[src/frr_defines.svh]
`ifndef FRR_DEFINES_SVH
`define FRR_DEFINES_SVH

// register indices; byte address is four times the index
`define FRR_IDX_FAULT_LOG 8'h00
`define FRR_IDX_RST_CFG 8'h19
`define FRR_IDX_MASK_LO 8'h1A
`define FRR_IDX_MASK_HI 8'h1B
`define FRR_IDX_SAVE_SEL 8'h47
`define FRR_IDX_SW_EN 8'h4D
`define FRR_IDX_RECOV 8'h4F
`define FRR_IDX_CRIT_EN 8'h60
`define FRR_IDX_SLOT12 8'h61
`define FRR_IDX_GP_CFG 8'h62
`define FRR_IDX_STATUS 8'h63

// field positions
`define FRR_RCFG_POL 2
`define FRR_RCFG_PP 3
`define FRR_RECOV_LATCH 3
`define FRR_SWEN_BIT 0

// reset values, plus the save code for nothing
`define FRR_RST_RCFG 7'h00
`define FRR_RST_RECOV 8'h00
`define FRR_RST_SAVE 2'h0
`define FRR_RST_SWEN 4'h1
`define FRR_RST_LOG 8'hF0
`define FRR_SAVE_NONE 2'h3
`define FRR_SYNC_RST 2'h1

// timing: clock rate and times in microseconds
`define FRR_CLK_MHZ 20
`define FRR_CYC(us) ((us) * `FRR_CLK_MHZ)
`define FRR_RTO_US_0 25
`define FRR_RTO_US_1 2000
`define FRR_RTO_US_2 25000
`define FRR_RTO_US_3 100000
`define FRR_RTO_US_4 200000
`define FRR_RTO_US_5 400000
`define FRR_RTO_US_6 800000
`define FRR_RTO_US_7 1600000
`define FRR_RETRY_US_0 20
`define FRR_RETRY_US_1 12500
`define FRR_RETRY_US_2 25000
`define FRR_RETRY_US_3 50000
`define FRR_RETRY_US_4 100000
`define FRR_RETRY_US_5 200000
`define FRR_RETRY_US_6 400000
`define FRR_RETRY_US_7 1600000

`endif

[src/frr_pkg.sv]
`default_nettype none
package frr_pkg;
	typedef enum logic [1:0] {
		FRR_IDLE,
		FRR_RUN,
		FRR_RETRY,
		FRR_LATCH
	} frr_state_t;

	typedef struct packed {
		logic [11:0] uv;
		logic [11:0] ov;
		logic [11:0] ew;
	} frr_mon_t;

	typedef struct packed {
		logic up;
		logic down;
		logic fault;
		logic [3:0] slot;
		logic slot12_delay_done;
		logic [11:0] enable;
	} frr_seq_t;

	typedef struct packed {
		logic [24:0] cnt;
	} frr_timer_st_t;

	typedef struct packed {
		logic [1:0] ff1;
		logic [1:0] ff2;
		logic [1:0] ff3;
		logic [1:0] stable;
	} frr_sync_st_t;
endpackage
`default_nettype wire

[src/frr_fault_reset_ctrl.sv]
`include "frr_defines.svh"
`default_nettype none
// Contract
// - a sequencing fault during power-up or power-down drops every enable
// - sequencing fault logs the failing slot unless saving is off
// - tracking fault clears failed channel log bits unless saving is off
// - recovery bit 0: shut down, restart after the retry delay
// - retry delay code picks 20us up to 1.6s
// - recovery bit 1: stay off until enable toggles or soft bit cleared
// - save code picks lines plus values, lines, values, or nothing
// - reset held through sequencing, released timeout after power-up
// - power-up done when slot 12 monitors pass, else slot delay ends
// - monitors with critical enables also drive reset
// - reset condition code picks undervoltage, warning, over, or both
// - polarity bit: 0 active low, 1 active high
// - drive bit: 1 push-pull, 0 open-drain
// - reset timeout code picks 25us up to 1600ms
// - dependency masks map monitors 1 to 12 onto reset
// - manual reset input low asserts reset when enabled
// - soft enable 0 plus enable pin high allows sequencing
module frr_fault_reset_ctrl import frr_pkg::*; #(
	parameter logic [7:0][24:0] RETRY_CYC = {
		25'(`FRR_CYC(`FRR_RETRY_US_7)),
		25'(`FRR_CYC(`FRR_RETRY_US_6)),
		25'(`FRR_CYC(`FRR_RETRY_US_5)),
		25'(`FRR_CYC(`FRR_RETRY_US_4)),
		25'(`FRR_CYC(`FRR_RETRY_US_3)),
		25'(`FRR_CYC(`FRR_RETRY_US_2)),
		25'(`FRR_CYC(`FRR_RETRY_US_1)),
		25'(`FRR_CYC(`FRR_RETRY_US_0))
	},
	parameter logic [7:0][24:0] RTO_CYC = {
		25'(`FRR_CYC(`FRR_RTO_US_7)),
		25'(`FRR_CYC(`FRR_RTO_US_6)),
		25'(`FRR_CYC(`FRR_RTO_US_5)),
		25'(`FRR_CYC(`FRR_RTO_US_4)),
		25'(`FRR_CYC(`FRR_RTO_US_3)),
		25'(`FRR_CYC(`FRR_RTO_US_2)),
		25'(`FRR_CYC(`FRR_RTO_US_1)),
		25'(`FRR_CYC(`FRR_RTO_US_0))
	}
) (
	input wire logic clk_sys_in,
	input wire logic resetn_in,
	input wire logic psel_in,
	input wire logic penable_in,
	input wire logic pwrite_in,
	input wire logic [11:0] paddr_in,
	input wire logic [31:0] pwdata_in,
	output logic [31:0] prdata_out,
	output logic pready_out,
	output logic pslverr_out,
	input wire logic enable_pin_in,
	input wire logic general_pin_four_in,
	input wire frr_mon_t voltage_monitor_input_in,
	input wire frr_seq_t seq_in,
	input wire logic [3:0] tracking_fault_in,
	output logic [11:0] supply_enable_out,
	output logic seq_run_out,
	output logic log_write_out,
	output logic log_lines_out,
	output logic log_values_out,
	output logic [7:0] failing_slot_log_out,
	output logic reset_pin_out,
	output logic reset_pin_oe_out
);
	typedef struct packed {
		frr_state_t state;
		logic [11:0] sup_en;
		logic run;
		logic pu_done;
		logic [7:0] log;
		logic log_wr;
		logic log_lines;
		logic log_values;
		logic [6:0] rcfg;
		logic [11:0] mask;
		logic [7:0] recov;
		logic [1:0] save_sel;
		logic [3:0] swen;
		logic [11:0] crit;
		logic [11:0] slot12;
		logic mr_en;
		logic [31:0] prdata;
		logic pslverr;
		logic rst_pin;
		logic rst_oe;
	} frr_ctrl_st_t;

	frr_ctrl_st_t st;
	frr_ctrl_st_t next_st;

	logic [1:0] pins;
	logic en_pin;
	logic mr_pin;
	logic [7:0] idx;
	logic aligned;
	logic hit;
	logic wr;
	logic [31:0] rd_val;
	logic en_ok;
	logic [11:0] mon_bad;
	logic [11:0] sel_cond;
	logic mon_trip;
	logic crit_trip;
	logic seq_fault;
	logic fault;
	logic latch_mode;
	logic sw_clear_wr;
	logic pu_complete;
	logic mr_active;
	logic rst_cond;
	logic rto_done;
	logic rst_act;
	logic level_hi;
	logic retry_load;
	logic retry_done;
	logic save_on;

	frr_sync u_sync (
		.clk_sys_in(clk_sys_in),
		.resetn_in(resetn_in),
		.pin_in({enable_pin_in, general_pin_four_in}),
		.level_out(pins)
	);
	assign en_pin = pins[1];
	assign mr_pin = pins[0];

	// register bus decode
	assign idx = paddr_in[9:2];
	assign aligned = (paddr_in[1:0] == 2'h0) && (paddr_in[11:10] == 2'h0);
	always_comb begin
		hit = 1'b0;
		rd_val = 32'h00000000;
		case (idx)
			`FRR_IDX_FAULT_LOG: begin
				hit = aligned;
				rd_val = {24'h000000, st.log};
			end
			`FRR_IDX_RST_CFG: begin
				hit = aligned;
				rd_val = {25'h0000000, st.rcfg};
			end
			`FRR_IDX_MASK_LO: begin
				hit = aligned;
				rd_val = {24'h000000, st.mask[7:0]};
			end
			`FRR_IDX_MASK_HI: begin
				hit = aligned;
				rd_val = {28'h0000000, st.mask[11:8]};
			end
			`FRR_IDX_SAVE_SEL: begin
				hit = aligned;
				rd_val = {30'h00000000, st.save_sel};
			end
			`FRR_IDX_SW_EN: begin
				hit = aligned;
				rd_val = {28'h0000000, st.swen};
			end
			`FRR_IDX_RECOV: begin
				hit = aligned;
				rd_val = {24'h000000, st.recov};
			end
			`FRR_IDX_CRIT_EN: begin
				hit = aligned;
				rd_val = {20'h00000, st.crit};
			end
			`FRR_IDX_SLOT12: begin
				hit = aligned;
				rd_val = {20'h00000, st.slot12};
			end
			`FRR_IDX_GP_CFG: begin
				hit = aligned;
				rd_val = {31'h00000000, st.mr_en};
			end
			`FRR_IDX_STATUS: begin
				hit = aligned;
				rd_val = {27'h0000000, rst_act, st.pu_done, en_ok,
					st.state};
			end
			default: begin
				hit = 1'b0;
				rd_val = 32'h00000000;
			end
		endcase
	end
	assign wr = psel_in && penable_in && pwrite_in && hit;

	// soft enable and pin together gate sequencing
	assign en_ok = en_pin && !st.swen[`FRR_SWEN_BIT];
	assign sw_clear_wr = wr && (idx == `FRR_IDX_SW_EN)
		&& !pwdata_in[`FRR_SWEN_BIT];
	assign latch_mode = st.recov[`FRR_RECOV_LATCH];
	assign save_on = (st.save_sel != `FRR_SAVE_NONE);

	// critical faults count only once the rails are up
	assign crit_trip = |(st.crit & (voltage_monitor_input_in.uv
		| voltage_monitor_input_in.ov)) && st.pu_done;
	// fault seen while sequencing drops rails whatever crit enables say
	assign seq_fault = seq_in.fault && (seq_in.up || seq_in.down)
		&& (st.state == FRR_RUN);
	assign fault = (st.state == FRR_RUN) && (seq_fault || crit_trip);
	assign retry_load = fault && !latch_mode;

	frr_timer u_retry (
		.clk_sys_in(clk_sys_in),
		.resetn_in(resetn_in),
		.load_in(retry_load),
		.count_in(RETRY_CYC[st.recov[2:0]]),
		.done_out(retry_done)
	);

	// slot 12 empty means the slot delay decides
	assign pu_complete = (st.slot12 != 12'h000)
		? ((st.slot12 & ~voltage_monitor_input_in.uv) == st.slot12)
		: seq_in.slot12_delay_done;

	// selected trip condition per monitor
	always_comb begin
		case (st.rcfg[1:0])
			2'h0: sel_cond = voltage_monitor_input_in.uv;
			2'h1: sel_cond = voltage_monitor_input_in.ew;
			2'h2: sel_cond = voltage_monitor_input_in.ov;
			default: sel_cond = voltage_monitor_input_in.uv
				| voltage_monitor_input_in.ov;
		endcase
	end
	assign mon_bad = (st.mask | st.crit) & sel_cond;
	assign mon_trip = |mon_bad;
	assign mr_active = st.mr_en && !mr_pin;

	// anything but a finished power-up holds reset
	assign rst_cond = (st.state != FRR_RUN) || !st.pu_done
		|| seq_in.down || mon_trip || mr_active;

	// timer reloads while the cause stands, so the timeout runs after it
	frr_timer u_rto (
		.clk_sys_in(clk_sys_in),
		.resetn_in(resetn_in),
		.load_in(rst_cond),
		.count_in(RTO_CYC[st.rcfg[6:4]]),
		.done_out(rto_done)
	);
	assign rst_act = rst_cond || !rto_done;
	assign level_hi = st.rcfg[`FRR_RCFG_POL] ? rst_act : !rst_act;

	always_comb begin
		next_st = st;
		next_st.log_wr = 1'b0;

		// register writes
		if (wr) begin
			case (idx)
				`FRR_IDX_RST_CFG: next_st.rcfg = pwdata_in[6:0];
				`FRR_IDX_MASK_LO: next_st.mask[7:0] = pwdata_in[7:0];
				`FRR_IDX_MASK_HI: next_st.mask[11:8] = pwdata_in[3:0];
				`FRR_IDX_SAVE_SEL: next_st.save_sel = pwdata_in[1:0];
				`FRR_IDX_SW_EN: next_st.swen = pwdata_in[3:0];
				`FRR_IDX_RECOV: next_st.recov = pwdata_in[7:0];
				`FRR_IDX_CRIT_EN: next_st.crit = pwdata_in[11:0];
				`FRR_IDX_SLOT12: next_st.slot12 = pwdata_in[11:0];
				`FRR_IDX_GP_CFG: next_st.mr_en = pwdata_in[0];
				default: next_st.mr_en = st.mr_en;
			endcase
		end

		// read data and error latched in setup, shown in access
		if (psel_in && !penable_in) begin
			next_st.prdata = pwrite_in ? 32'h00000000 : rd_val;
			next_st.pslverr = !hit;
		end

		// recovery state machine
		case (st.state)
			FRR_IDLE: begin
				if (en_ok) begin
					next_st.state = FRR_RUN;
				end
			end
			FRR_RUN: begin
				if (fault) begin
					next_st.state = latch_mode ? FRR_LATCH
						: FRR_RETRY;
				end else if (!en_ok) begin
					next_st.state = FRR_IDLE;
				end
			end
			FRR_RETRY: begin
				if (!en_ok) begin
					next_st.state = FRR_IDLE;
				end else if (retry_done) begin
					next_st.state = FRR_RUN;
				end
			end
			FRR_LATCH: begin
				// a soft write of 0 restarts even if already 0
				if (!en_pin || sw_clear_wr) begin
					next_st.state = FRR_IDLE;
				end
			end
			default: next_st.state = FRR_IDLE;
		endcase

		// rails off while waiting out a retry or latched
		if (next_st.state == FRR_RETRY || next_st.state == FRR_LATCH) begin
			next_st.sup_en = 12'h000;
		end else begin
			next_st.sup_en = seq_in.enable;
		end
		next_st.run = (next_st.state == FRR_RUN) && en_ok;

		// power-up completion flag
		if (next_st.state != FRR_RUN || seq_in.down) begin
			next_st.pu_done = 1'b0;
		end else if (seq_in.up && pu_complete) begin
			next_st.pu_done = 1'b1;
		end

		// fault log location zero
		if (save_on && seq_fault) begin
			next_st.log[3:0] = seq_in.slot;
			next_st.log_wr = 1'b1;
		end
		if (save_on && (tracking_fault_in != 4'h0)) begin
			next_st.log[7:4] = st.log[7:4] & ~tracking_fault_in;
			next_st.log_wr = 1'b1;
		end
		// critical faults store too, as the save code asks
		if (save_on && fault) begin
			next_st.log_wr = 1'b1;
		end
		if (next_st.log_wr) begin
			next_st.log_lines = (st.save_sel == 2'h0)
				|| (st.save_sel == 2'h1);
			next_st.log_values = (st.save_sel == 2'h0)
				|| (st.save_sel == 2'h2);
		end

		// open-drain only ever pulls low
		if (st.rcfg[`FRR_RCFG_PP]) begin
			next_st.rst_pin = level_hi;
			next_st.rst_oe = 1'b1;
		end else begin
			next_st.rst_pin = 1'b0;
			next_st.rst_oe = !level_hi;
		end
	end

	always_ff @(posedge clk_sys_in or negedge resetn_in) begin
		if (!resetn_in) begin
			st <= '0;
			st.state <= FRR_IDLE;
			st.log <= `FRR_RST_LOG;
			st.rcfg <= `FRR_RST_RCFG;
			st.recov <= `FRR_RST_RECOV;
			st.save_sel <= `FRR_RST_SAVE;
			st.swen <= `FRR_RST_SWEN;
			st.rst_pin <= 1'b0;
			st.rst_oe <= 1'b1;
		end else begin
			st <= next_st;
		end
	end

	assign pready_out = psel_in && penable_in;
	assign prdata_out = st.prdata;
	assign pslverr_out = st.pslverr && psel_in && penable_in;
	assign supply_enable_out = st.sup_en;
	assign seq_run_out = st.run;
	assign log_write_out = st.log_wr;
	assign log_lines_out = st.log_lines;
	assign log_values_out = st.log_values;
	assign failing_slot_log_out = st.log;
	assign reset_pin_out = st.rst_pin;
	assign reset_pin_oe_out = st.rst_oe;
endmodule
`default_nettype wire

[src/frr_sync.sv]
`include "frr_defines.svh"
`default_nettype none
module frr_sync import frr_pkg::*; (
	input wire logic clk_sys_in,
	input wire logic resetn_in,
	input wire logic [1:0] pin_in,
	output logic [1:0] level_out
);
	frr_sync_st_t st;
	frr_sync_st_t next_st;

	always_comb begin
		next_st = st;
		next_st.ff1 = pin_in;
		next_st.ff2 = st.ff1;
		next_st.ff3 = st.ff2;
		// accept a change only once stages two and three agree
		for (int i = 0; i < 2; i++) begin
			if (st.ff2[i] == st.ff3[i]) begin
				next_st.stable[i] = st.ff3[i];
			end
		end
	end

	always_ff @(posedge clk_sys_in or negedge resetn_in) begin
		if (!resetn_in) begin
			st <= {4{`FRR_SYNC_RST}};
		end else begin
			st <= next_st;
		end
	end

	assign level_out = st.stable;
endmodule
`default_nettype wire

[src/frr_timer.sv]
`default_nettype none
module frr_timer import frr_pkg::*; (
	input wire logic clk_sys_in,
	input wire logic resetn_in,
	input wire logic load_in,
	input wire logic [24:0] count_in,
	output logic done_out
);
	frr_timer_st_t st;
	frr_timer_st_t next_st;

	always_comb begin
		next_st = st;
		if (load_in) begin
			next_st.cnt = count_in;
		end else if (st.cnt != 25'h0000000) begin
			next_st.cnt = st.cnt - 25'h0000001;
		end
	end

	always_ff @(posedge clk_sys_in or negedge resetn_in) begin
		if (!resetn_in) begin
			st <= '0;
		end else begin
			st <= next_st;
		end
	end

	assign done_out = (st.cnt == 25'h0000000);
endmodule
`default_nettype wire

[config.mk]
export PLATFORM = sky130hd
export DESIGN_NAME = frr_fault_reset_ctrl
export DESIGN_NICKNAME = d
export VERILOG_FILES = /design/src/frr_pkg.sv /design/src/frr_fault_reset_ctrl.sv /design/src/frr_sync.sv /design/src/frr_timer.sv
export VERILOG_INCLUDE_DIRS = /design/src /design/src/src
export SDC_FILE = /design/constraint.sdc
export NUM_CORES = 1
export LEC_CHECK = 0
export BUFFER_PORTS_ARGS = -buffer_cell sky130_fd_sc_hd__buf_4
export CAP_MARGIN = 20
export CORE_ASPECT_RATIO = 0.7
export CORE_MARGIN = 10
export CORE_UTILIZATION = 44
export CTS_BUF_LIST = sky130_fd_sc_hd__clkbuf_4 sky130_fd_sc_hd__clkbuf_8
export DETAILED_ROUTE_END_ITERATION = 16
export GPL_ROUTABILITY_DRIVEN = 0
export PLACE_DENSITY_LB_ADDON = 0.08
export SLEW_MARGIN = 40
export SYNTH_ARGS = -nofsm -noshare
export SYNTH_HDL_FRONTEND = slang
export SYNTH_SLANG_ARGS = --single-unit
[constraint.sdc]
create_clock -name clk_sys_in -period 5 [get_ports clk_sys_in]
set_input_delay 0.5 -clock clk_sys_in [delete_from_list [all_inputs] [get_ports clk_sys_in]]
set_output_delay 0.5 -clock clk_sys_in [all_outputs]
set_load 0.005 [all_outputs]
---- After elaboration in Yosys (flattened, before gate mapping) ----
Memory sizes are Yosys's and may differ from the RTL's.
Index checks and enable logic that the tools add are counted.
word-level totals
  RAM bits ................................ 0
  memories ................................ 2
  bits in latches ......................... 0
  output and inout port bits .............. 60
  memory bits (read-only) ................. 400
  flip-flop bits (word level) ............. 178
  word-level logic and storage cells ...... 167
operators by class
  reductions and logical operators ........ 71
  shift-type cells ........................ 0
  bitwise operators ....................... 8
  $lt $le $gt $ge ......................... 2
  eq/ne operators ......................... 26
  add/sub/neg operators ................... 2
  multipliers ............................. 0
  divide/modulo/power cells ............... 0
  multiplexer cells ....................... 27
memories
  memory            depth  bits a word  rd ports  clocked after memory_dff  wr ports  RTL line                     source
  (name not given)  8      25           1         0                         0         frr_fault_reset_ctrl.sv:241  .count_in(RTO_CYC[st.rcfg[6:4]]),
  (name not given)  8      25           1         0                         0         frr_fault_reset_ctrl.sv:209  .count_in(RETRY_CYC[st.recov[2:0]]),
operators by type and width
  kind                   count
  $mux 25                6
  $pmux 12 s11           1
  $eq 8x7->1 const B     7
  $logic_not 25->1       2
  $reduce_bool 25->1     2
  $sub 25x1->25 const B  2
  $and 12x12->12         3
  $pmux 12 s3            1
  $mux 32                1
  $eq 8x5->1 const B     3
  $or 12x12->12          2
  $reduce_or 12->1       2
  $logic_and 1x1->1      21
  $reduce_and 2->1       9
  $mux 2                 7
  $eq 12x12->1           1
  $eq 2x2->1 const B     6
  $logic_or 1x1->1       12
  $mux 12                1
  $not 12->12            1
  $reduce_bool 12->1     1
  $logic_not 1->1        11
  $reduce_or 11->1       1
  $logic_not 2->1        5
  12 further kinds       28

---- Longest topological paths before layout ----
Gate-level depths: netlist (run 1).
  word-level depth ........................ 12
  gate-level depth with buffers ........... 9
  depth with buffers taken out ............ 8

---- By module ----
From an unflattened synthesis (run 1), not the netlist that was laid out.
second synthesis, totals
  cells, all modules ...................... 900
  area total of the unflattened synthesis .. 9131.3 sq um
by module, submodules not included
  module                cells each  seq. area each (sq um)  area each (sq um)  times used
  frr_fault_reset_ctrl  568         2509.9                  5828.1             1
  frr_timer             160         625.6                   1530.2             2
  frr_sync              12          205.2                   242.7              1

---- Worst setup path before layout (run 1) ----
OpenSTA, ideal clock, no wires.
  kind .................................... input port to flip-flop
  from .................................... in paddr_in[3]
  to ...................................... reg st[75] (netlist name)
  path slack .............................. 2.613 ns
  library setup time ...................... 0.125 ns
  data required time ...................... 4.875 ns
  data arrival time ....................... 2.262 ns
  stages on the path ...................... 7
  path buffers ............................ 1
  cells stage by stage .................... or4_4 -> nor2b_1 -> buf_4 -> or2_4 -> o31ai_4 -> nor4_4 -> mux2_2
between the ends
  longest elaborated chain between the ends .. 5
  elaborated cells between the ends (all ways) .. 15
  classes of those cells .................. eq/ne (10); mux (1); reduce/logical (4)
RTL lines
  item                                RTL line                     source
  from (decl)                         frr_fault_reset_ctrl.sv:48   input wire logic [11:0] paddr_in,
  $eq 8x7->1 (tied with other cells)  frr_fault_reset_ctrl.sv:135  case (idx)
  $reduce_or 11->1 (no line)          -
  $mux 1                              frr_fault_reset_ctrl.sv:135
  $logic_and 1x1->1                   frr_fault_reset_ctrl.sv:187  assign wr = psel_in && penable_in && pwrite_in && hit;
  $reduce_and 2->1 (no line) (*)      -
  to (signal assigned)                frr_fault_reset_ctrl.sv:361  st <= next_st;
  to (decl)                           frr_fault_reset_ctrl.sv:90   frr_ctrl_st_t st;
Mark *: on every way between the ends. The rest lies on a longest branch, timed or not.
A chain may end at the register's enable or synchronous reset.

==> results of run 1 <==
flip-flops by register name, indices dropped and copies added (netlist names):
register / flops
st: 61
u_retry.st: 25
u_rto.st: 25
prdata_out: 12
supply_enable_out: 12
failing_slot_log_out: 8
u_sync.next_st: 4
u_sync.level_out: 2
u_sync.st: 2
latch_mode: 1
log_lines_out: 1
log_values_out: 1
log_write_out: 1
reset_pin_oe_out: 1
reset_pin_out: 1
seq_run_out: 1
through the flow:
step,total power [mW],utilization,hold slack (ps)
after global placement,2.23,0.495,337
after global routing,3.52,0.519,20.0
after floorplan,2.00,-,204
final,3.35,0.519,0.740
after CTS,3.38,0.519,4.71
after detailed placement,2.24,0.496,336
synth_stat cells (14+ instances only):
cell	instances	area [um^2]
nor4_1	18	113
clkbuf_1	18	67.6
a21oi_1	14	70.1
xnor2_1	18	158
nor2_1	48	180
o21ai_0	86	430
mux2_2	70	788
mux2i_1	35	350
and2_1	21	131
nor3_1	23	115
a22oi_1	14	105
dfrtp_1	148	3700
nand2_1	72	270
xor2_1	15	131
inv_1	15	56.3
buf_4	55	413
nand3_1	25	125
power groups by stage:
| stage | Combinational [mW] | Sequential (mW) | Clock [mW] |
|---|---|---|---|
| finish | 0.622 | 1.59 | 1.13 |
| global route | 0.696 | 1.62 | 1.20 |
| CTS | 0.628 | 1.59 | 1.16 |
| detailed placement | 0.626 | 1.61 | 0 |
| global placement | 0.614 | 1.61 | 0 |
| floorplan | 0.434 | 1.57 | 0 |
final cells by class:
| type | count | area share |
|---|---|---|
| multi-input cells | 633 | 0.426 |
| flip-flops and latches | 158 | 0.387 |
| repair buffers | 138 | 0.103 |
| well taps | 270 | 0.0329 |
| clock buffers | 18 | 0.0242 |
| clock inverters | 14 | 0.0213 |
| inverters | 15 | 0.00549 |
kinds of logic after synthesis:
group           after synthesis
other cells                   1
buf+inv                      94
compound gates              177
xor+xnor                     33
fa+ha+maj                    15
simple gates                283
mux                         105
flops                       158
how the worst max path moves through the flow:
stage | start | to | slack, ps | depth (start not counted)
after floorplan | paddr_in[3] | st[75]$_DFFE_PN0P_ | 2610 | 7
after global placement | paddr_in[2] | st[75]$_DFFE_PN0P_ | 1790 | 7
after detailed placement | paddr_in[2] | st[75]$_DFFE_PN0P_ | 1780 | 7
after CTS | u_rto.st[0]$_DFFE_PN0N_ | reset_pin_oe_out$_DFF_PN1_ | 1890 | 8
after global routing | u_rto.st[0]$_DFFE_PN0N_ | reset_pin_oe_out$_DFF_PN1_ | 1660 | 7
final | u_rto.st[0]$_DFFE_PN0N_ | reset_pin_oe_out$_DFF_PN1_ | 1860 | 8
layout by cell type (no fill, tap or decap), types with 6 or more instances in the layout:
cell type / netlist / routed
clkbuf_8: 0 / 18
and2_1: 21 / 21
a21oi_1: 14 / 14
dfstp_2: 10 / 10
ha_1: 13 / 13
and3_1: 8 / 8
o31ai_1: 11 / 11
xnor2_1: 18 / 18
mux2i_1: 35 / 35
inv_1: 15 / 15
nand2_1: 72 / 72
nand3_1: 25 / 25
o21ai_0: 86 / 86
nor4_1: 18 / 18
buf_4: 55 / 135
nor2b_1: 7 / 7
mux2_2: 70 / 70
a22oi_1: 14 / 14
dfrtp_1: 148 / 148
xor2_1: 15 / 15
or3_1: 6 / 6
conb_1: 1 / 20
nand2b_1: 7 / 7
inv_6: 0 / 6
nand4_1: 13 / 13
nor3_1: 23 / 22
nor2_1: 48 / 47
metal layers:
layer / routed length [um] / global-route usage / share of wire
met4: 497 / 0.0558 / 0.019
met1: 12600 / 0.285 / 0.49
met3: 2040 / 0.0535 / 0.079
met5: 0 / 0 / 0
met2: 10700 / 0.270 / 0.41
==> summary.txt, run 1 <==
Outcome
  – Status: finished clean

Critical path
  – CP Launch Type: register
  – Crit. End Element: register
  – Ordered cell list for the critical path: inv_1 -> ha_1 -> or4b_1 -> nor4b_2 -> and2_1 -> nand2_1 -> o32ai_2 -> mux2i_1
  – Cell at the slowest stage of the critical path: or4b_1
  – Number of buffer and inverter stages on the critical path: 1
  – End of the worst register-to-register path: reset_pin_oe_out$_DFF_PN1_
  – Crit Reg-Reg Startpoint: u_rto.st[0]$_DFFE_PN0N_
  – Reg2Reg Setup Slack: 1860 ps
  – Peak fanout along the critical path: 11
  – Worst stage delay on the critical path: 570 ps
  – Arrival time at the worst endpoint: 3500 ps
  – Start-to-end type of the worst setup path: reg2reg
  – Family of cells with the greatest summed delay on the critical path: simple AND/OR/NAND/NOR gates
  – Depth of the worst register-to-register path: 8
  – WP data required: 5370 ps

Global routing
  – Via count of the first global-routing pass: 6,879
  – Global router's overall resource usage: 0.194
  – Largest net degree at the start of global routing: 98
  – Overflow left after global routing: 0
  – Initial antenna violation count: 0
  – Global-route wire length before repair: 40,600 um

Layout
  – Area used by multi-input combinational logic: 0.00437 mm^2
  – Register cell area after layout: 0.00397 mm^2
  – Layout cell share with drive strength beyond 1: 0.276
  – Area delta synth->final: 16.5%
  – Antenna cells: 0
  – Post-layout net count: 1,087
  – Number of fillers in the final layout: 1,825
  – Area of all placed cells without fillers: 0.0103 mm^2
  – Count of non-filler cells in the finished layout: 1,246

STA
  – Number of setup violations in the final report: 0
  – Max-slew headroom at the worst pin: 0.528
  – Final Hold Viols: 0
  – Final min period: 3140 ps
  – Setup WS post-layout: 1860 ps
  – Max Clk Rate: 319 MHz
  – RSZ-0062 raised after global routing: no
  – Final max-slew violation count: 0
  – Period utilization: 0.627
  – Post-Route Setup TNS: 0 ps
  – Setup Skew: 16.3 ps
  – Slew at the pin closest to its max-slew limit: 706 ps

Power
  – Combinational group share of total power: 0.186
  – Worst IR drop on VDD: 0.194 mV
  – Net switching power: 1.02 mW
  – Leakage power total: 4.51 nW
  – Fraction of power consumed by sequential logic: 0.476
  – Net switching fraction of the power: 0.305
  – Internal power contribution: 2.32 mW
  – Pwr dens: 326 mW/mm^2
  – Clock network power share: 0.338

Clock network
  – H-tree depth reported by CTS: 4
  – CTS tree: done
  – Post-CTS Setup Inserts: 0
  – Post-cts gate resize count: 0
  – Cell chosen for the clock root: clkbuf_8
  – Quantity of hold-fixing buffers added after cts: 0
  – CTS Buffer Depth: 2
  – Clock edge transition at the registers on the reported setup and hold paths: 90 ps
  – CTS Buf Count: 17
  – Skew-Pair Late Insertion Delay: 470 ps
  – TritonCTS sink count: 158

Yosys
  – XOR/XNOR share of the synthesized area: 0.0328
  – Ys flop type: dfrtp_1
  – Compound-Gate Fraction of Synth Area: 0.130
  – Largest family of logic cells by synthesized area: simple AND/OR/NAND/NOR gates
  – Number of flops mapped to enable cells by yosys: 0
  – Number of instances in the synthesized netlist: 866
  – Number of synthesized register bits: 158
  – Share of synthesized cell area in and, or, nand and nor gates: 0.172
  – Synth warnings: 0
  – Mux cell area share after synthesis: 0.129
  – Number of unique standard cell types used by synthesis: 74
  – Share of the yosys chip area belonging to registers: 0.450
  – Share of flip-flops with an asynchronous set or reset: 1.00
  – Adder-cell share of the synthesized area: 0.0207
  – Mean cell area of the mapped netlist: 10.2 um^2
  – Post-Syn Area: 0.00881 mm^2

Hold path
  – Classification of the worst-slack hold path: in2async

Die
  – Placeable core region: 0.0197 mm^2
  – Die X: 189 um
  – Die ar.: 0.0262 mm^2
  – Vertical die dimension: 138 um
  – Site Rows: 43
  – Top Ports: 171
  – Starting utilization of the core area: 0.446

Routing
  – Drt pass-1 iters: 5
  – Detailed-route wire length per cell: 20.7 um
  – 1st-iter DRT viols: 675
  – Routed Antenna Nets: 0
  – Final Routed Wirelength: 25,800 um
  – Number of design rule violations left after detail routing: 0
  – Number of vias after detailed routing: 7,006
  – Mean number of vias per cell: 5.62

Placement
  – Cell Count Post-Placement: 1,214
  – DPL Wire Length: 19,200 um
  – Placed cell areas: 0.00979 mm^2
  – Number of port buffers: 130
  – Post-placement worst setup slack: 1780 ps

Run
  – Reported max-cap violation count: 0
Note: power is estimated with default switching activity, not from simulation.
==> inputs of run 2 (changes only) <==
Clock period 5 ns to 2.9 ns, I/O delays scaled along.
==> run 2 against run 1 <==
Effect of this change:
- cell count increased by 3.5%
- via count grew 1.6%
- clock skew increased by 0.89 ps
- utilization grew 1.7 points
- critical path type unchanged
- die area is the same
- sequential share of layout area down 1.3 points
- sequential power up 72%
- critical path depth down 1
- sequential cell count did not move
- fmax grew 18%
- largest power group unchanged
- clock-buffer cell count down 1
- setup slack worse by 1600 ps
==> summary.txt, run 2 (synthesis gave the netlist of run 1 again) <==
STA
  – Final max-slew violation count: 0
  – Slew at the pin closest to its max-slew limit: 662 ps
  – Final min period: 2650 ps
  – Number of setup violations in the final report: 0
  – Max Clk Rate: 377 MHz
  – Setup WS post-layout: 247 ps
  – Max-slew headroom at the worst pin: 0.558
  – Setup Skew: 17.2 ps
  – Post-Route Setup TNS: 0 ps
  – RSZ-0062 raised after global routing: no
  – Period utilization: 0.915
  – Final Hold Viols: 0

Layout
  – Area delta synth->final: 20.4%
  – Register with the most flip-flops: st
  – Biggest registers after layout: st: 61 flops, u_retry.st: 25 flops, u_rto.st: 25 flops
  – Number of fillers in the final layout: 1,802
  – Antenna cells: 0
  – Post-layout net count: 1,130
  – Number of flip-flops under the largest register name: 61
  – Most frequent standard cell in the layout excluding fill and tap cells: buf_4
  – Commonest non-fill, non-tap cells in the layout: 161 x buf_4, 148 x dfrtp_1, 86 x o21ai_0
  – Layout cell share with drive strength beyond 1: 0.289

Critical path
  – WP data required: 3290 ps
  – Ordered cell list for the critical path: o21ai_0 -> nand4_1 -> nor4_1 -> a21oi_1 -> o32ai_4 -> buf_4 -> mux2i_1
  – Crit. End Element: register
  – Peak fanout along the critical path: 9
  – Cell at the slowest stage of the critical path: o32ai_4
  – Worst stage delay on the critical path: 500 ps
  – Start-to-end type of the worst setup path: reg2reg
  – Arrival time at the worst endpoint: 3040 ps
  – CP Launch Type: register

Clock network
  – CTS tree: done
  – H-tree depth reported by CTS: 4
  – CTS Buf Count: 17
  – Clock edge transition at the registers on the reported setup and hold paths: 100 ps
  – CTS Buffer Depth: 2
  – Post-CTS Setup Inserts: 0
  – Skew-Pair Late Insertion Delay: 480 ps
  – Post-cts gate resize count: 0
  – Cell chosen for the clock root: clkbuf_8
  – TritonCTS sink count: 158
  – Quantity of hold-fixing buffers added after cts: 17

Placement
  – DPL Wire Length: 19,800 um
  – Number of port buffers: 130
  – Post-placement worst setup slack: 308 ps

Routing
  – Final Routed Wirelength: 26,400 um
  – Number of vias after detailed routing: 7,116
  – Detailed-route wire length per cell: 20.5 um
  – Drt pass-1 iters: 5
  – Number of design rule violations left after detail routing: 0
  – Mean number of vias per cell: 5.52
  – Routed Antenna Nets: 0
  – 1st-iter DRT viols: 578

Global routing
  – Global-route wire length before repair: 41,400 um
  – Overflow left after global routing: 0
  – Global router's overall resource usage: 0.200
  – Largest net degree at the start of global routing: 61
  – Via count of the first global-routing pass: 7,112
  – Initial antenna violation count: 0

Run
  – Reported max-cap violation count: 0

Die
  – Site Rows: 43
  – Top Ports: 171
  – Die ar.: 0.0262 mm^2
  – Die X: 189 um
  – Vertical die dimension: 138 um
  – Starting utilization of the core area: 0.446
  – Placeable core region: 0.0197 mm^2

Power
  – Worst IR drop on VDD: 0.310 mV
  – Leakage power total: 4.70 nW
  – Pwr dens: 538 mW/mm^2

Outcome
  – Status: finished clean

Hold path
  – Classification of the worst-slack hold path: in2reg
[run 2: changes by cell type in the layout (fill, tap and decap cells not counted), sizes merged]
cell | previous run | this run
bufinv | 4 | 3
inv | 23 | 24
clkinv | 1 | 2
buf | 138 | 164
clkbuf | 18 | 17
dlygate4sd3 | 0 | 17
[run 2: area by class of cell]
| type | instances | area (um^2) | share of cell area |
|---|---|---|---|
| clock buffer | 17 | 234 | 0.0221 |
| clock inverter | 15 | 213 | 0.0201 |
| inverter | 15 | 56.3 | 0.00531 |
| multi-input combinational | 633 | 4360 | 0.412 |
| sequential | 158 | 3970 | 0.374 |
| tap | 270 | 338 | 0.0319 |
| timing repair buffer | 181 | 1430 | 0.135 |
[run 2: routing by layer]
metal	GRT usage	wire, um
met5	0	0
met4	0.0725	673
met2	0.276	10900
met3	0.0698	2250
met1	0.279	12600
[run 2: critical path: cells and delay by family, from the launching register on]
family                 cells  cell delay [ps]
multiplexers               1              210
AND/OR/NAND/NOR            2              550
flip-flops                 1              480
buffers and inverters      1              280
AO/OA/AOI/OAI              3             1030
[run 2: worst paths after layout]
| check | startpoint | to | slack (ps) | cells past startpoint |
|---|---|---|---|---|
| max in group asynchronous | resetn_in | st[72]$_DFFE_PN0P_ | 1780 | 3 |
| hold / removal | seq_in[1] | supply_enable_out[1]$_DFF_PN0_ | 30 | 2 |
| setup / recovery | st[55]$_DFFE_PN0P_ | u_rto.st[22]$_DFFE_PN0N_ | 250 | 7 |
| setup reg to reg | st[55]$_DFFE_PN0P_ | u_rto.st[22]$_DFFE_PN0N_ | 250 | 7 |
| hold reg to reg | u_sync.next_st[4]$_DFF_PN1_ | u_sync.next_st[2]$_DFF_PN1_ | 360 | 0 |
| min in group asynchronous | resetn_in | failing_slot_log_out[3]$_DFFE_PN0P_ | 350 | 2 |
[run 2: power breakdown]
group,total [mW],internal (mW),switching (mW)
clock,1.86,0.898,0.960
sequential,2.74,2.48,0.261
combinational,1.11,0.564,0.541
total,5.71,3.94,1.76
[run 2: metrics by stage]
stage	instance area, um^2	power [mW]	utilization	instances	hold WS, ps
floorplan	8880	3.46	-	885	-5.59
global placement	9980	3.86	0.506	1240	307
detailed placement	9980	3.87	0.506	1240	312
CTS	10600	5.77	0.537	1289	4.21
global route	10600	6.02	0.537	1289	6.78
finish	10600	5.71	0.537	1289	30.5
==> inputs of run 3 (changes only) <==
Clock period 2.9 ns to 3 ns, I/O delays scaled along.
==> run 3 against run 2 <==
Effect of this change:
- clock power down 15%
- global-route usage down 0.22 points
- critical path depth up 2
- critical endpoint is now u_rto.st[5]$_DFFE_PN0N_
- critical path type unchanged
- clock-buffer cell count unchanged
==> summary.txt, run 3 (synthesis gave the netlist of run 1 again) <==
Outcome
  – Status: finished clean

Critical path
  – WP data required: 3360 ps
  – Start-to-end type of the worst setup path: reg2reg
  – Instance count on the critical path: 9
  – Family of cells with the greatest summed delay on the critical path: simple AND/OR/NAND/NOR gates
  – Peak fanout along the critical path: 7
  – Worst stage delay on the critical path: 490 ps
  – Arrival time at the worst endpoint: 3040 ps
  – Crit. End Element: register
  – CP Launch Type: register
  – Worst setup path endpoint: u_rto.st[5]$_DFFE_PN0N_
  – Crit Reg-Reg Startpoint: u_rto.st[0]$_DFFE_PN0N_
  – Ordered cell list for the critical path: inv_1 -> ha_1 -> or4b_1 -> nor4b_2 -> and2_1 -> buf_4 -> nor2_1 -> xor2_1 -> mux2_2
  – Cell at the slowest stage of the critical path: or4b_1
  – Worst setup path startpoint: u_rto.st[0]$_DFFE_PN0N_
  – Reg2Reg Setup Slack: 320 ps
  – Number of buffer and inverter stages on the critical path: 2
  – Depth of the worst register-to-register path: 9
  – End of the worst register-to-register path: u_rto.st[5]$_DFFE_PN0N_

Clock network
  – CTS tree: done
  – TritonCTS sink count: 158
  – H-tree depth reported by CTS: 4
  – Post-CTS Setup Inserts: 0
  – Skew-Pair Late Insertion Delay: 480 ps
  – Cell chosen for the clock root: clkbuf_8
  – CTS Buffer Depth: 2
  – Clock edge transition at the registers on the reported setup and hold paths: 100 ps
  – CTS Buf Count: 17

Global routing
  – Overflow left after global routing: 0
  – Largest net degree at the start of global routing: 64
  – Initial antenna violation count: 0
  – Global-route wire length before repair: 41,100 um
  – Global router's overall resource usage: 0.197
  – Via count of the first global-routing pass: 7,056

Power
  – Clock network power share: 0.300
  – Net switching fraction of the power: 0.327
  – Leakage power total: 4.60 nW
  – Worst IR drop on VDD: 0.243 mV
  – Net switching power: 1.73 mW
  – Combinational group share of total power: 0.198
  – Fraction of power consumed by sequential logic: 0.501
  – Internal power contribution: 3.56 mW
  – Pwr dens: 507 mW/mm^2
  – Power consumption: 5.29 mW

Layout
  – Biggest registers after layout: st: 61 flops, u_retry.st: 25 flops, u_rto.st: 25 flops
  – Layout cell share with drive strength beyond 1: 0.283
  – Most frequent standard cell in the layout excluding fill and tap cells: buf_4
  – Area delta synth->final: 18.5%
  – Core occupancy in the finished layout: 0.528
  – Commonest non-fill, non-tap cells in the layout: 153 x buf_4, 148 x dfrtp_1, 86 x o21ai_0
  – Post-layout net count: 1,118
  – Number of flip-flops under the largest register name: 61
  – Antenna cells: 0
  – Register with the most flip-flops: st

STA
  – Max Clk Rate: 374 MHz
  – Slew at the pin closest to its max-slew limit: 701 ps
  – RSZ-0062 raised after global routing: no
  – Final Hold Viols: 0
  – Post-Route Setup TNS: 0 ps
  – Max-slew headroom at the worst pin: 0.533
  – Period utilization: 0.892
  – Setup Skew: 16.5 ps
  – Setup WS post-layout: 325 ps
  – Final min period: 2680 ps
  – Number of setup violations in the final report: 0
  – Final max-slew violation count: 0

Run
  – Reported max-cap violation count: 0

Placement
  – Number of port buffers: 130
  – Post-placement worst setup slack: 377 ps
  – DPL Wire Length: 19,500 um

Routing
  – Drt pass-1 iters: 5
  – Routed Antenna Nets: 0
  – Detailed-route wire length per cell: 20.4 um
  – 1st-iter DRT viols: 519
  – Number of vias after detailed routing: 7,117
  – Mean number of vias per cell: 5.57
  – Final Routed Wirelength: 26,100 um
  – Number of design rule violations left after detail routing: 0

Die
  – Starting utilization of the core area: 0.446
  – Vertical die dimension: 138 um
  – Die ar.: 0.0262 mm^2
  – Top Ports: 171
  – Site Rows: 43
  – Die X: 189 um
  – Placeable core region: 0.0197 mm^2

Hold path
  – Classification of the worst-slack hold path: in2reg
-- run 3: how the worst min path moves through the flow --
| stage | cells after the start | startpoint | endpoint | slack, ps |
|---|---|---|---|---|
| after global routing | 2 | seq_in[7] | supply_enable_out[7]$_DFF_PN0_ | 7 |
| after floorplan | 0 | resetn_in | failing_slot_log_out[0]$_DFFE_PN0P_ | 4 |
| after detailed placement | 1 | resetn_in | log_values_out$_DFFE_PN0P_ | 290 |
| after CTS | 2 | seq_in[3] | supply_enable_out[3]$_DFF_PN0_ | 1 |
| after global placement | 1 | resetn_in | log_values_out$_DFFE_PN0P_ | 290 |
| final | 2 | seq_in[10] | supply_enable_out[10]$_DFF_PN0_ | 20 |
-- run 3: metrics by stage --
step	cells	instance area (um^2)	hold WS, ps
5_1_grt	1277	10400	7.13
3_3_place_gp	1231	9900	293
4_1_cts	1276	10400	1.01
3_5_place_dp	1231	9900	290
2_1_floorplan	885	8880	4.41
6_report	1277	10400	24.8
-- run 3: layout make-up --
cell class | instances | area, um^2
fillers | 1826 | 9310
inverters | 15 | 56.3
flip-flops and latches | 158 | 3970
multi-input cells | 633 | 4360
well taps | 270 | 338
clock inverters | 15 | 158
repair buffers | 169 | 1320
clock buffers | 17 | 234
-- run 3: per-layer routing --
layer | up-vias | part of all wire | global-route usage
met5 | - | 0 | 0
met4 | 0 | 0.016 | 0.0537
met3 | 37 | 0.084 | 0.0593
met2 | 287 | 0.41 | 0.274
met1 | 3454 | 0.49 | 0.288
li1 | 3339 | - | -
-- run 3: what timing repair did --
action                     CTS  global route
hold buffers                13             1
hold endpoints to repair    57             1
setup endpoints to repair    0             0
gates resized for setup      0             0
-- run 3: power by group through the flow --
stage                     Combinational [mW]  Sequential (mW)  Clock [mW]
after floorplan                        0.723             2.62           0
after global placement                  1.03             2.69           0
after detailed placement                1.05             2.69           0
after CTS                               1.06             2.65        1.63
after global routing                    1.18             2.70        1.72
final                                   1.05             2.65        1.59
